### src/autobaud_pkg.sv
// How it works
// Sample line at 19200, eight samples per character
// Hunt for pattern 11111110B before measuring
// Hand each assembled character straight to measurement
// Count five runs: zeros, ones, zeros, ones, zeros
// Compare run counts with per-rate table
// Odd rates hold rounded integer counts
// Rates 50 to 600 accept plus/minus 5
// Rates 900 to 1800 accept plus/minus 2
// Rates 2400 to 9600 accept plus/minus 1
// Rate 19200 needs exact counts
// Fifth run matches short or long alternative
// Eighth bit one for short, zero for long
// Subfunction 6 switches port into rate detection
// Detection disables transmitter and status interrupts
// Success or subfunction 7 restores normal settings
// Enabling detection puts sampler into hunt
// No match or overrun returns to hunt
// Reprogram rate generator with detected rate
// 16-bit run counters; negative count means time-out
// Success gives rate, eighth bit, one-cycle strobe
package autobaud_pkg;
   localparam int unsigned CLK_HZ = 100_000_000;
   localparam int unsigned SAMPLE_BPS = 19200;
   localparam int unsigned SAMPLE_DIV = CLK_HZ / SAMPLE_BPS;
   localparam int DIV_W = 13;
   localparam int CHAR_W = 8;
   localparam int RUN_W = 16;
   localparam int RUNS = 5;
   localparam int CNT_W = 11;
   localparam int RATE_W = 4;
   localparam int TOL_W = 3;
   localparam int SUBFN_W = 4;
   localparam int CFG_W = 8;
   localparam logic [CHAR_W-1:0] SYNC_PATTERN = 8'hFE;
   localparam logic [SUBFN_W-1:0] SUBFN_ENABLE = 4'h6;
   localparam logic [SUBFN_W-1:0] SUBFN_DISABLE = 4'h7;
   localparam logic [RATE_W-1:0] RATE_SAMPLE = 4'h0;
   localparam logic [RATE_W-1:0] RATE_LAST = 4'hF;
   localparam logic [CFG_W-1:0] HUNT_CFG = 8'h81;
   localparam logic [2:0] LAST_RUN = 3'h4;
   localparam logic [2:0] LAST_BIT = 3'h7;
   localparam logic [TOL_W-1:0] TOL_EXACT = 3'h0;
   localparam logic [TOL_W-1:0] TOL_FINE = 3'h1;
   localparam logic [TOL_W-1:0] TOL_MID = 3'h2;
   localparam logic [TOL_W-1:0] TOL_WIDE = 3'h5;
   typedef struct packed {
      logic [CNT_W-1:0] c1;
      logic [CNT_W-1:0] c2;
      logic [CNT_W-1:0] c3;
      logic [CNT_W-1:0] c4;
      logic [CNT_W-1:0] c5_short;
      logic [CNT_W-1:0] c5_long;
      logic [TOL_W-1:0] tol;
   } rate_entry_s;
   typedef enum logic [1:0] {
      ST_IDLE = 2'b00,
      ST_HUNT = 2'b01,
      ST_MEASURE = 2'b11,
      ST_MATCH = 2'b10
   } detect_state_e;
endpackage

### src/serial_autobaud_detector.sv
`timescale 1ns/1ps
module serial_autobaud_detector #(
   parameter int unsigned SAMPLE_DIV = autobaud_pkg::SAMPLE_DIV
) (
   input wire logic clk_i,
   input wire logic reset_i,
   input wire logic rx_pin_i,
   input wire logic ctrl_req_i,
   input wire logic [autobaud_pkg::SUBFN_W-1:0] ctrl_subfn_i,
   input wire logic [autobaud_pkg::CFG_W-1:0] serial_cfg_i,
   input wire logic [autobaud_pkg::RATE_W-1:0] rate_code_i,
   output logic detect_active_o,
   output logic tx_enable_o,
   output logic status_irq_enable_o,
   output logic [autobaud_pkg::CFG_W-1:0] serial_cfg_o,
   output logic [autobaud_pkg::RATE_W-1:0] rate_gen_code_o,
   output logic rate_load_o,
   output logic done_o,
   output logic [autobaud_pkg::RATE_W-1:0] found_rate_o,
   output logic eighth_bit_o
);
   autobaud_pkg::detect_state_e state_q;
   logic hunt_q;
   logic sync_pulse;
   logic char_valid;
   logic [autobaud_pkg::CHAR_W-1:0] char_in;
   logic [autobaud_pkg::CHAR_W-1:0] char_q;
   logic busy_q;
   logic [2:0] bit_q;
   logic [2:0] run_q;
   logic [autobaud_pkg::RUN_W-1:0] cnt_q [autobaud_pkg::RUNS];
   logic [autobaud_pkg::RUN_W-1:0] cnt_next;
   logic [autobaud_pkg::RATE_W-1:0] addr_q;
   logic [autobaud_pkg::RATE_W-1:0] cmp_idx_q;
   logic cmp_valid_q;
   autobaud_pkg::rate_entry_s entry;
   logic [autobaud_pkg::CFG_W-1:0] saved_cfg_q;
   logic [autobaud_pkg::RATE_W-1:0] saved_rate_q;
   logic cur_bit;
   logic base_ok;
   logic short_ok;
   logic long_ok;
   logic req_enable;
   logic req_disable;
   logic overrun;
   logic timeout;
   logic run_done;
   logic matched;
   logic no_match;

   function automatic logic near(input logic [autobaud_pkg::RUN_W-1:0] meas,
                                 input logic [autobaud_pkg::CNT_W-1:0] ref_cnt,
                                 input logic [autobaud_pkg::TOL_W-1:0] tol);
      logic [autobaud_pkg::RUN_W:0] lo;
      logic [autobaud_pkg::RUN_W:0] hi;
      logic [autobaud_pkg::RUN_W:0] m;
      lo = {6'h0, ref_cnt};
      hi = {6'h0, ref_cnt} + {14'h0, tol};
      m = {1'b0, meas};
      near = (m + {14'h0, tol} >= lo) && (m <= hi);
   endfunction

   line_sampler #(.SAMPLE_DIV(SAMPLE_DIV)) sampler (
      .clk_i(clk_i),
      .reset_i(reset_i),
      .rx_pin_i(rx_pin_i),
      .hunt_i(hunt_q),
      .sync_o(sync_pulse),
      .char_valid_o(char_valid),
      .char_o(char_in)
   );

   rate_table table_rom (
      .clk_i(clk_i),
      .reset_i(reset_i),
      .addr_i(addr_q),
      .entry_o(entry)
   );

   assign req_enable = ctrl_req_i && ctrl_subfn_i == autobaud_pkg::SUBFN_ENABLE;
   assign req_disable = ctrl_req_i && ctrl_subfn_i == autobaud_pkg::SUBFN_DISABLE;
   // Processing a character takes eight cycles; a new one meanwhile is an overrun
   assign overrun = state_q == autobaud_pkg::ST_MEASURE && char_valid && busy_q;
   assign cur_bit = char_q[bit_q];
   assign cnt_next = cnt_q[run_q] + 1'b1;
   // A level matching the run's polarity extends it; runs alternate 0,1,0,1,0
   assign timeout = busy_q && cur_bit == run_q[0] && cnt_next[autobaud_pkg::RUN_W-1];
   assign run_done = busy_q && cur_bit != run_q[0] && run_q == autobaud_pkg::LAST_RUN;

   always_comb begin
      base_ok = near(cnt_q[0], entry.c1, entry.tol)
             && near(cnt_q[1], entry.c2, entry.tol)
             && near(cnt_q[2], entry.c3, entry.tol)
             && near(cnt_q[3], entry.c4, entry.tol);
      short_ok = near(cnt_q[4], entry.c5_short, entry.tol);
      long_ok = near(cnt_q[4], entry.c5_long, entry.tol);
   end
   assign matched = cmp_valid_q && base_ok && (short_ok || long_ok);
   assign no_match = cmp_valid_q && !matched && cmp_idx_q == autobaud_pkg::RATE_LAST;

   always_ff @(posedge clk_i) begin
      if (reset_i) begin
         state_q <= autobaud_pkg::ST_IDLE;
         hunt_q <= 1'b0;
      end else begin
         hunt_q <= 1'b0;
         if (req_disable && state_q != autobaud_pkg::ST_IDLE) begin
            state_q <= autobaud_pkg::ST_IDLE;
         end else begin
            unique case (state_q)
               autobaud_pkg::ST_IDLE: begin
                  if (req_enable) begin
                     state_q <= autobaud_pkg::ST_HUNT;
                     hunt_q <= 1'b1;
                  end
               end
               autobaud_pkg::ST_HUNT: begin
                  if (sync_pulse) begin
                     state_q <= autobaud_pkg::ST_MEASURE;
                  end
               end
               autobaud_pkg::ST_MEASURE: begin
                  if (overrun || timeout) begin
                     state_q <= autobaud_pkg::ST_HUNT;
                     hunt_q <= 1'b1;
                  end else if (run_done) begin
                     state_q <= autobaud_pkg::ST_MATCH;
                  end
               end
               autobaud_pkg::ST_MATCH: begin
                  if (matched) begin
                     state_q <= autobaud_pkg::ST_IDLE;
                  end else if (no_match) begin
                     state_q <= autobaud_pkg::ST_HUNT;
                     hunt_q <= 1'b1;
                  end
               end
            endcase
         end
      end
   end

   // Run measurement, one sample bit per cycle; counts stay frozen through the table walk
   always_ff @(posedge clk_i) begin
      if (reset_i || state_q == autobaud_pkg::ST_IDLE
          || state_q == autobaud_pkg::ST_HUNT) begin
         busy_q <= 1'b0;
         bit_q <= autobaud_pkg::LAST_BIT;
         char_q <= '0;
         run_q <= '0;
         for (int i = 0; i < autobaud_pkg::RUNS; i++) begin
            cnt_q[i] <= '0;
         end
      end else if (state_q == autobaud_pkg::ST_MATCH) begin
         busy_q <= 1'b0;
      end else begin
         if (char_valid && !busy_q) begin
            char_q <= char_in;
            busy_q <= 1'b1;
            bit_q <= autobaud_pkg::LAST_BIT;
         end else if (busy_q) begin
            bit_q <= bit_q - 1'b1;
            if (bit_q == '0) begin
               busy_q <= 1'b0;
            end
            if (cur_bit == run_q[0]) begin
               cnt_q[run_q] <= cnt_next;
            end else if (run_q != autobaud_pkg::LAST_RUN) begin
               run_q <= run_q + 1'b1;
               cnt_q[run_q + 1'b1] <= 16'h0001;
            end
         end
      end
   end

   // Table walk; read data lags the address by one cycle
   always_ff @(posedge clk_i) begin
      if (reset_i || state_q != autobaud_pkg::ST_MATCH) begin
         addr_q <= '0;
         cmp_idx_q <= '0;
         cmp_valid_q <= 1'b0;
      end else begin
         addr_q <= addr_q + 1'b1;
         cmp_idx_q <= addr_q;
         cmp_valid_q <= !matched && !no_match;
      end
   end

   always_ff @(posedge clk_i) begin
      if (reset_i) begin
         saved_cfg_q <= '0;
         saved_rate_q <= '0;
         detect_active_o <= 1'b0;
         tx_enable_o <= 1'b1;
         status_irq_enable_o <= 1'b1;
         serial_cfg_o <= '0;
         rate_gen_code_o <= '0;
         rate_load_o <= 1'b0;
         done_o <= 1'b0;
         found_rate_o <= '0;
         eighth_bit_o <= 1'b0;
      end else begin
         rate_load_o <= 1'b0;
         done_o <= 1'b0;
         if (state_q == autobaud_pkg::ST_IDLE && req_enable) begin
            saved_cfg_q <= serial_cfg_i;
            saved_rate_q <= rate_code_i;
            detect_active_o <= 1'b1;
            tx_enable_o <= 1'b0;
            status_irq_enable_o <= 1'b0;
            serial_cfg_o <= autobaud_pkg::HUNT_CFG;
            rate_gen_code_o <= autobaud_pkg::RATE_SAMPLE;
            rate_load_o <= 1'b1;
         end else if (state_q != autobaud_pkg::ST_IDLE && req_disable) begin
            detect_active_o <= 1'b0;
            tx_enable_o <= 1'b1;
            status_irq_enable_o <= 1'b1;
            serial_cfg_o <= saved_cfg_q;
            rate_gen_code_o <= saved_rate_q;
            rate_load_o <= 1'b1;
         end else if (state_q == autobaud_pkg::ST_MATCH && matched) begin
            detect_active_o <= 1'b0;
            tx_enable_o <= 1'b1;
            status_irq_enable_o <= 1'b1;
            serial_cfg_o <= saved_cfg_q;
            rate_gen_code_o <= cmp_idx_q;
            rate_load_o <= 1'b1;
            done_o <= 1'b1;
            found_rate_o <= cmp_idx_q;
            eighth_bit_o <= short_ok;
         end
      end
   end
endmodule

### src/rate_table.sv
`timescale 1ns/1ps
module rate_table (
   input wire logic clk_i,
   input wire logic reset_i,
   input wire logic [autobaud_pkg::RATE_W-1:0] addr_i,
   output autobaud_pkg::rate_entry_s entry_o
);
   function automatic autobaud_pkg::rate_entry_s mk(
      input logic [10:0] a, input logic [10:0] b, input logic [10:0] c,
      input logic [10:0] d, input logic [10:0] e, input logic [10:0] f,
      input logic [2:0] t);
      mk = '{c1: a, c2: b, c3: c, c4: d, c5_short: e, c5_long: f, tol: t};
   endfunction

   // Fastest rate first so overlapping wide bands never shadow a fast match
   always_ff @(posedge clk_i) begin
      if (reset_i) begin
         entry_o <= '0;
      end else begin
         unique case (addr_i)
            4'h0: entry_o <= mk(11'h0, 11'h1, 11'h1, 11'h2, 11'h3, 11'h4,
                                autobaud_pkg::TOL_EXACT);
            4'h1: entry_o <= mk(11'h1, 11'h2, 11'h2, 11'h4, 11'h6, 11'h8,
                                autobaud_pkg::TOL_FINE);
            4'h2: entry_o <= mk(11'h2, 11'h3, 11'h3, 11'h6, 11'h9, 11'hC,
                                autobaud_pkg::TOL_FINE);
            4'h3: entry_o <= mk(11'h3, 11'h4, 11'h4, 11'h8, 11'hC, 11'h10,
                                autobaud_pkg::TOL_FINE);
            4'h4: entry_o <= mk(11'h4, 11'h5, 11'h5, 11'hA, 11'hF, 11'h14,
                                autobaud_pkg::TOL_FINE);
            4'h5: entry_o <= mk(11'h7, 11'h8, 11'h8, 11'h10, 11'h18, 11'h20,
                                autobaud_pkg::TOL_FINE);
            4'h6: entry_o <= mk(11'hA, 11'hB, 11'hB, 11'h16, 11'h21, 11'h2C,
                                autobaud_pkg::TOL_MID);
            4'h7: entry_o <= mk(11'hF, 11'h10, 11'h10, 11'h20, 11'h30, 11'h40,
                                autobaud_pkg::TOL_MID);
            4'h8: entry_o <= mk(11'h14, 11'h15, 11'h15, 11'h2A, 11'h3F, 11'h54,
                                autobaud_pkg::TOL_MID);
            4'h9: entry_o <= mk(11'h1F, 11'h20, 11'h20, 11'h40, 11'h60, 11'h6C,
                                autobaud_pkg::TOL_WIDE);
            4'hA: entry_o <= mk(11'h3F, 11'h40, 11'h40, 11'h80, 11'hC0, 11'h100,
                                autobaud_pkg::TOL_WIDE);
            4'hB: entry_o <= mk(11'h7F, 11'h80, 11'h80, 11'h100, 11'h180, 11'h200,
                                autobaud_pkg::TOL_WIDE);
            4'hC: entry_o <= mk(11'h8E, 11'h8F, 11'h8F, 11'h11E, 11'h1AD, 11'h23C,
                                autobaud_pkg::TOL_WIDE);
            4'hD: entry_o <= mk(11'hAE, 11'hAF, 11'hAF, 11'h15E, 11'h20D, 11'h2BC,
                                autobaud_pkg::TOL_WIDE);
            4'hE: entry_o <= mk(11'hFF, 11'h100, 11'h100, 11'h200, 11'h300, 11'h400,
                                autobaud_pkg::TOL_WIDE);
            4'hF: entry_o <= mk(11'h17F, 11'h180, 11'h180, 11'h300, 11'h480, 11'h602,
                                autobaud_pkg::TOL_WIDE);
         endcase
      end
   end
endmodule

### src/line_sampler.sv
`timescale 1ns/1ps
module line_sampler #(
   parameter int unsigned SAMPLE_DIV = autobaud_pkg::SAMPLE_DIV
) (
   input wire logic clk_i,
   input wire logic reset_i,
   input wire logic rx_pin_i,
   input wire logic hunt_i,
   output logic sync_o,
   output logic char_valid_o,
   output logic [autobaud_pkg::CHAR_W-1:0] char_o
);
   logic [2:0] sync_q;
   logic level_q;
   logic [autobaud_pkg::DIV_W-1:0] div_q;
   logic tick;
   logic synced_q;
   logic [2:0] bit_q;
   logic [autobaud_pkg::CHAR_W-1:0] shift_q;
   logic [autobaud_pkg::CHAR_W-1:0] shift_d;
   localparam logic [autobaud_pkg::DIV_W-1:0] DIV_LAST = (autobaud_pkg::DIV_W)'(SAMPLE_DIV - 1);

   // Line is asynchronous; a change counts only once stages two and three agree
   always_ff @(posedge clk_i) begin
      if (reset_i) begin
         sync_q <= 3'h7;
         level_q <= 1'b1;
      end else begin
         sync_q <= {sync_q[1:0], rx_pin_i};
         if (sync_q[1] == sync_q[2]) begin
            level_q <= sync_q[2];
         end
      end
   end

   // One sample per bit time of the 19200 sample clock
   always_ff @(posedge clk_i) begin
      if (reset_i || tick) begin
         div_q <= '0;
      end else begin
         div_q <= div_q + 1'b1;
      end
   end
   assign tick = (div_q == DIV_LAST);
   assign shift_d = {shift_q[autobaud_pkg::CHAR_W-2:0], level_q};

   always_ff @(posedge clk_i) begin
      if (reset_i || hunt_i) begin
         synced_q <= 1'b0;
         shift_q <= '0;
         bit_q <= '0;
         sync_o <= 1'b0;
         char_valid_o <= 1'b0;
         char_o <= '0;
      end else begin
         sync_o <= 1'b0;
         char_valid_o <= 1'b0;
         if (tick) begin
            shift_q <= shift_d;
            if (!synced_q) begin
               if (shift_d == autobaud_pkg::SYNC_PATTERN) begin
                  synced_q <= 1'b1;
                  sync_o <= 1'b1;
                  bit_q <= '0;
               end
            end else begin
               bit_q <= bit_q + 1'b1;
               if (bit_q == autobaud_pkg::LAST_BIT) begin
                  char_valid_o <= 1'b1;
                  char_o <= shift_d;
               end
            end
         end
      end
   end
endmodule

### config.mk
export PLATFORM = sky130hd
export DESIGN_NAME = serial_autobaud_detector
export DESIGN_NICKNAME = d
export VERILOG_FILES = /design/src/autobaud_pkg.sv /design/src/serial_autobaud_detector.sv /design/src/rate_table.sv /design/src/line_sampler.sv
export SDC_FILE = /design/constraint.sdc
export NUM_CORES = 1
export LEC_CHECK = 0
export BUFFER_PORTS_ARGS = -buffer_cell sky130_fd_sc_hd__buf_2
export CAP_MARGIN = 10
export CORE_ASPECT_RATIO = 1.75
export CORE_MARGIN = 3
export CORE_UTILIZATION = 51
export DETAILED_ROUTE_END_ITERATION = 7
export HOLD_SLACK_MARGIN = 0.1
export PLACE_DENSITY = 0.67
export SETUP_SLACK_MARGIN = 0.2
export SLEW_MARGIN = 20
export SYNTH_ARGS = -nofsm -noshare
export SYNTH_HDL_FRONTEND = slang
export SYNTH_SLANG_ARGS = --single-unit
export TNS_END_PERCENT = 10
### constraint.sdc
create_clock -name clk_i -period 8.1 [get_ports clk_i]
set_input_delay 1.215 -clock clk_i [delete_from_list [all_inputs] [get_ports clk_i]]
set_output_delay 1.215 -clock clk_i [all_outputs]
set_load 0.05 [all_outputs]
Yosys cells after proc, flatten, opt, wreduce, memory -nomap -nowiden
Memory sizes are Yosys's and may differ from the RTL's. A register that Yosys moved wholly into a read port is not among the register bits.
Cells that the tools add are included.
{"block": "totals", "word_cells": 211, "input_bits": 20, "regBits": 153, "out_inout_bits": 22, "mem_bits_rw": 80, "mem_bits_ro": 960, "mem_count": 2}
{"memory": "(name not given)", "words": 16, "word_bits": 60, "read_ports": 1, "rd_clocked_by_memory_dff": 1, "wr": 0, "line_no": "rate_table.sv:20", "text": "unique case (addr_i)"}
{"memory": "cnt_q", "words": 5, "word_bits": 16, "read_ports": 6, "rd_clocked_by_memory_dff": 1, "wr": 5, "line_no": "serial_autobaud_detector.sv:31", "text": "logic [autobaud_pkg::RUN_W-1:0] cnt_q [autobaud_pkg::RUNS];"}
{"block": "classes", "n_reduce_logical": 58, "n_lt_le_gt_ge": 13, "addsub": 17, "n_eq_ne": 19, "n_mux": 61, "n_bitwise": 7}
{"operator": "17-bit by 11-bit greater-or-equal comparator with 1-bit output", "count": 6}
{"operator": "16-bit by 12-bit less-or-equal comparator with 1-bit output", "count": 6}
{"operator": "16-bit by 3-bit adder with 17-bit output", "count": 5}
{"operator": "11-bit by 3-bit adder with 12-bit output", "count": 6}
{"operator": "1-bit two-way mux", "count": 37}
{"operator": "16-bit two-way mux", "count": 2}
{"operator": "16-bit OR reduction", "count": 2}
{"operator": "1-bit logical AND", "count": 26}
{"operator": "3-bit two-way mux", "count": 8}
{"operator": "8-bit two-way mux", "count": 3}
{"operator": "16-bit by 1-bit adder with 16-bit output, second input constant", "count": 1}
{"operator": "13-bit by 1-bit adder with 13-bit output, second input constant", "count": 1}
{"operator": "13-bit equality test, second input constant", "count": 1}
{"operator": "2-bit two-way mux", "count": 6}
{"operator": "3-bit OR reduction", "count": 3}
{"operator": "4-bit by 3-bit equality test with 1-bit output, second input constant", "count": 2}
{"operator": "8-bit equality test, second input constant", "count": 1}
{"operator": "4-bit two-way mux", "count": 2}
{"operator": "2-bit one-hot mux with 4 select lines", "count": 1}
{"operator": "2-bit nonzero test", "count": 4}
{"operator": "1-bit logical OR", "count": 7}
{"operator": "1-bit NOT", "count": 7}
{"operator": "3-bit by 1-bit adder with 3-bit output, second input constant", "count": 2}
{"operator": "3-bit equality test, second input constant", "count": 2}
{"operator": "23 further kinds", "count": 34}

Longest topological paths before layout
An unclocked memory read counts as a cell.
{"block": "logic_depth", "ltp_word": 15, "ltp_mapped": 19, "ltp_nobuf": 17}

By module
A second synthesis with hierarchy kept.
{"block": "hier_totals", "cells_unflattened": 1786, "hier_area_um2": 17593.1}
{"module": "serial_autobaud_detector", "n_inst": 1, "cells_each": 1467, "seq_area_each_um2": 5104.9, "area_each_um2": 14496.4}
{"module": "rate_table", "n_inst": 1, "cells_each": 166, "seq_area_each_um2": 700.7, "area_each_um2": 1592.8}
{"module": "line_sampler", "n_inst": 1, "cells_each": 153, "seq_area_each_um2": 760.7, "area_each_um2": 1503.9}

Worst setup path after synthesis
Ideal clock, no wire load.
{"block": "synth_timing", "path_type": "register to register", "startpoint": "register, netlist name table_rom.entry_o[1]", "endpoint": "register serial_cfg_o[7] (netlist bit)", "setup_time_ns": 0.132, "setup_slack_ns": 3.533, "arrival_ns": 4.434, "path_stages_with_launch": 19, "path_cell_list": "dfxtp_1 > inv_1 > fa_1 > inv_1 > a21o_1 > nand2_1 > xnor2_1 > ha_1 > nand3_1 > or2_2 > o22a_1 > o31ai_1 > nand4_1 > or4b_1 > or4b_1 > buf_2 > buf_6 > a31oi_1 > a21oi_1"}
{"block": "synth_between", "elab_chain_cells": 10, "elab_cells_between_ends": 37, "cone_classes": "add/sub: 11; order compare: 12; reduce/logical: 14"}
{"item": "16-bit by 3-bit adder with 17-bit output / 11-bit by 3-bit adder with 12-bit output (equally long branches)", "line_no": "serial_autobaud_detector.sv:60, serial_autobaud_detector.sv:58"}
{"item": "17-bit by 11-bit greater-or-equal comparator with 1-bit output / 16-bit by 12-bit less-or-equal comparator with 1-bit output (equally long branches)", "line_no": "serial_autobaud_detector.sv:60", "text": "near = (m + {14'h0, tol} >= lo) && (m <= hi);"}
{"item": "1-bit logical AND", "line_no": "serial_autobaud_detector.sv:60"}
{"item": "1-bit logical AND", "line_no": "serial_autobaud_detector.sv:92", "text": "&& near(cnt_q[1], entry.c2, entry.tol)"}
{"item": "1-bit logical AND", "line_no": "serial_autobaud_detector.sv:93", "text": "&& near(cnt_q[2], entry.c3, entry.tol)"}
{"item": "1-bit logical AND", "line_no": "serial_autobaud_detector.sv:94", "text": "&& near(cnt_q[3], entry.c4, entry.tol);"}
{"item": "1-bit logical AND", "line_no": "serial_autobaud_detector.sv:98", "text": "assign matched = cmp_valid_q && base_ok && (short_ok || long_ok);"}
{"item": "1-bit logical AND *", "line_no": "serial_autobaud_detector.sv:98"}
{"item": "1-bit logical AND *", "line_no": "serial_autobaud_detector.sv:221", "text": "end else if (state_q == autobaud_pkg::ST_MATCH && matched) begin"}
{"item": "3-bit nonzero test (no line) *"}
{"item": "to (signal assigned)", "line_no": "serial_autobaud_detector.sv:211", "text": "serial_cfg_o <= autobaud_pkg::HUNT_CFG;"}
{"item": "to (signal assigned)", "line_no": "serial_autobaud_detector.sv:218", "text": "serial_cfg_o <= saved_cfg_q;"}
{"item": "to (signal assigned)", "line_no": "serial_autobaud_detector.sv:225", "text": "serial_cfg_o <= saved_cfg_q;"}
{"item": "to (decl)", "line_no": "serial_autobaud_detector.sv:15", "text": "output logic [autobaud_pkg::CFG_W-1:0] serial_cfg_o,"}
Every way passes the cells marked *; elsewhere a longest branch is shown, timed or not.
A chain may end at the register's enable or synchronous reset.

Worst setup path in the final report
{"block": "layout_timing", "startpoint": "register, netlist name table_rom.entry_o[1]", "endpoint": "register serial_cfg_o[0] (netlist bit)"}
{"block": "layout_between", "elab_chain_cells": 10, "elab_cells_between_ends": 37, "cone_classes": "add/sub: 11; order compare: 12; reduce/logical: 14"}
{"item": "16-bit by 3-bit adder with 17-bit output / 11-bit by 3-bit adder with 12-bit output (equally long branches)", "line_no": "serial_autobaud_detector.sv:60, serial_autobaud_detector.sv:58"}
{"item": "17-bit by 11-bit greater-or-equal comparator with 1-bit output / 16-bit by 12-bit less-or-equal comparator with 1-bit output (equally long branches)", "line_no": "serial_autobaud_detector.sv:60"}
{"item": "1-bit logical AND", "line_no": "serial_autobaud_detector.sv:60"}
{"item": "1-bit logical AND", "line_no": "serial_autobaud_detector.sv:92"}
{"item": "1-bit logical AND", "line_no": "serial_autobaud_detector.sv:93"}
{"item": "1-bit logical AND", "line_no": "serial_autobaud_detector.sv:94"}
{"item": "1-bit logical AND", "line_no": "serial_autobaud_detector.sv:98"}
{"item": "1-bit logical AND *", "line_no": "serial_autobaud_detector.sv:98"}
{"item": "1-bit logical AND *", "line_no": "serial_autobaud_detector.sv:221"}
{"item": "3-bit nonzero test (no line) *"}
Marks and branches as above.

==> key figures <==
Logic synthesis
  – Seq/Total Area, Yosys: 40.0%
  – Post-synth top area share: 23.4%
  – Distinct cell type count after synthesis: 75
  – Largest family of logic cells by synthesized area: simple AND/OR/NAND/NOR gates
  – Ys flop type: dfxtp_1
  – Cells after Synth: 1682
  – Mapped Nets: 1880
  – Mux share of post-synthesis cell area: 8.02%
  – Compound-Gate Fraction of Synth Area: 10.6%
  – Post-synth EDFFs: 128
  – Adder-cell share of the synthesized area: 14.0%
  – Yosys reg bits: 264
  – Synth area leader: edfxtp_1
  – Post-Synth Simple-Gate Area: 17.7%
  – Synth top cells by count: nor2_1 (202), ha_1 (168), nand2_1 (158)
  – Post-synth ARST share: 0%
  – Syn avg cell area: 9.76 um^2
  – Ys Warns: 0
  – Synth Area in XOR/XNOR: 5.76%
  – Top-count cell post-synth: nor2_1
  – Top cells by area, synth: edfxtp_1 (23%), dfxtp_1 (17%), ha_1 (13%), mux4_2 (4.7%), nor2_1 (4.6%)
  – Post-Syn Area: 16400 um^2

Timing
  – Clock Skews: 0.0231 ns
  – # setup viols final: 0
  – Total negative slack: 0 ns
  – RSZ-0062 raised after global routing: no
  – Fmax: 186 MHz
  – Final Hold Vio Count: 0
  – Relative slew slack: 26.8%
  – Final min period: 5.37 ns
  – Period utilization: 66.3%
  – Slew of the pin with the lowest slew margin: 1.08 ns
  – Fin. max-slew vios: 0

Clocking
  – Max Root-Sink Buffers: 3
  – Sinks on Clock Net: 264
  – CTS resizes: 0
  – CTS root buf: clkbuf_16
  – Clock-pin slew on the worst setup and hold paths: 0.07 ns
  – CTS Hold Bufs: 0
  – CTS tree: built
  – Total CTS buffers: 24
  – H-tree levels: 1
  – Worst-Skew Late Latency: 0.55 ns
  – Post-CTS Setup Bufs: 0

Worst setup path
  – Worst path max stage delay: 0.76 ns
  – Reg2reg setup slack: 2.73 ns
  – CP startpoint kind: register
  – Slowest CP cell: or4b_1
  – WP data required: 8.49 ns
  – Critical path, cell by cell: inv_1, fa_1, inv_1, a21o_1, nand2_1, xnor2_1, ha_1, a2111oi_0, nand2_1, a21oi_1, o2bb2ai_1, nand4_1, or4b_1, or4b_1, a31oi_1, a21oi_1
  – Worst Setup Path Type: reg2reg
  – Path depth of the worst reg2reg path: 16
  – Max FO, Critical Path: 13
  – Crit. End Element: register
  – Critical Path AT: 5.77 ns

Power and ir drop
  – P_leak: 7.03 nW
  – Register share of total power: 50.4%
  – Combinational share of power: 1.7%
  – Clk pwr share: 47.9%
  – Maximum VDD drop: 0.235 mV
  – Psw: 0.000568 W
  – Power Density: 155 nW/um^2
  – Internal: 0.00219 W
  – Sw Ratio: 20.6%

Worst hold path
  – Hold path depth: 1
  – Class of the worst hold path: reg2reg

Global routing
  – Vias in the first global route: 13400
  – First-pass GRT wire length: 75000 um
  – GR Util All Layers: 28.1%
  – Largest net degree at the start of global routing: 65
  – GRT overflow: 0
  – Initial antenna violation count: 0

Final layout
  – Multi-input logic area: 9220 um^2
  – Area grow syn2layout: 8.73%
  – Share of layout cells above drive strength 1: 8.66%
  – Reg area: 6570 um^2
  – Filler cells: 2876
  – N_diodes: 0
  – Nets: 1900
  – Non-filler cells, final: 2116

Placement
  – Routability congestion estimate: 0.968
  – HPWL Detailed: 37400 um
  – PortBufs: 41
  – Cells after DPL: 2071

Die
  – Chip width: 142 um
  – Num ports: 42
  – Die Area: 34500 um^2
  – Die Span Y: 243 um
  – Core Region: 31600 um^2
  – Initial core utilization: 51.9%
  – Row count: 86

Routing
  – Antenna Violating Nets Remaining: 0
  – DRC: 0
  – 1st-pass router iterations: 7
  – DR iter-0 viols: 889
  – Drt via density: 6.24
  – WL final: 48300 um
  – Drt wl/cell: 22.8 um
  – DR vias: 13200

Job
  – Max-cap check violation count: 0

Status
  – Status: finished clean
per-stage QoR:
stage / total power [W] / instance area, um^2 / setup slack, ns / utilization, % / hold WS, ns
floorplan: 0.00145 / 16400 / 3.53 / - / 0.389
global placement: 0.00147 / 16900 / 2.81 / 53.5 / 0.397
detailed placement: 0.00147 / 16900 / 2.75 / 53.5 / 0.407
CTS: 0.00278 / 17800 / 2.71 / 56.4 / 0.428
global route: 0.00283 / 17900 / 2.19 / 56.4 / 0.455
finish: 0.00276 / 17900 / 2.73 / 56.4 / 0.429
power groups by stage:
| stage | logic (W) | registers (W) | clock network (W) |
|---|---|---|---|
| global placement | 0.0000457 | 0.00142 | 0 |
| detailed placement | 0.0000467 | 0.00142 | 0 |
| global route | 0.0000519 | 0.00139 | 0.00138 |
| CTS | 0.0000469 | 0.00139 | 0.00134 |
| floorplan | 0.0000304 | 0.00142 | 0 |
| finish | 0.0000468 | 0.00139 | 0.00132 |
critical path, delay by kind of cell, from the launching register on:
| kind | cells | cell delay (ns) |
|---|---|---|
| simple gates | 5 | 1.63 |
| compound gates | 6 | 1.47 |
| flops | 1 | 0.74 |
| fa+ha+maj | 2 | 0.74 |
| buf+inv | 2 | 0.51 |
| xor+xnor | 1 | 0.13 |
worst paths after layout:
check / startpoint / end
worst max-delay path: table_rom.entry_o[1]$_SDFF_PP0_ / serial_cfg_o[0]$_SDFFE_PP0P_
worst min-delay path: sampler.sync_q[0]$_SDFF_PP1_ / sampler.sync_q[1]$_SDFF_PP1_
worst max register to register: table_rom.entry_o[1]$_SDFF_PP0_ / serial_cfg_o[0]$_SDFFE_PP0P_
worst min register to register: sampler.sync_q[0]$_SDFF_PP1_ / sampler.sync_q[1]$_SDFF_PP1_
kinds of logic (layout without fill, tap and decap cells):
logic type               after synthesis  after routing
flip-flops                           264            264
AND/OR/NAND/NOR                      616            616
XOR/XNOR                             108            108
buffers and inverters                157            195
AO/OA/AOI/OAI                        271            271
multiplexers                          88             88
adder cells (fa/ha/maj)              178            178
routing by layer:
layer | wire length [um] | up-vias | share of wire [%] | GRT usage (%)
li1 | - | 6119 | - | -
met1 | 16900 | 6362 | 35 | 30.4
met2 | 24600 | 533 | 51 | 50.1
met3 | 2500 | 193 | 5.2 | 2.81
met4 | 4350 | 0 | 9.0 | 20.5
met5 | 0 | - | 0 | 0
layout by cell type, fill, tap and decap left out, types with 41 or more instances in the layout:
cell type and n:
nor2_1 201, ha_1 168, nand2_1 158, dfxtp_1 135, edfxtp_1 128, inv_1 99
a21oi_1 97, xnor2_1 80, nand3_1 73, mux2i_1 46, o21ai_0 43, buf_2 41
layout make-up:
type / count / share of cell area, %
Tap cell: 396 / 2.77
Sequential cell: 264 / 36.8
Inverter: 100 / 2.10
Clock buffer: 27 / 3.48
Multi-Input combinational cell: 1261 / 51.6
Clock inverter: 17 / 1.65
Timing Repair Buffer: 51 / 1.57
registers in the layout (all words and copies together) (netlist names), 4 cells and up, named ones only:
signal,flops
table_rom.entry_o,35
rate_gen_code_o,4
sampler.div_q,13
cnt_q,128
addr_q,4
serial_cfg_o,8
found_rate_o,4
saved_rate_q,4
sampler.shift_q,7
cmp_idx_q,4
sampler.char_o,8
char_q,8
saved_cfg_q,8
Power figures use the tool's default switching activity.
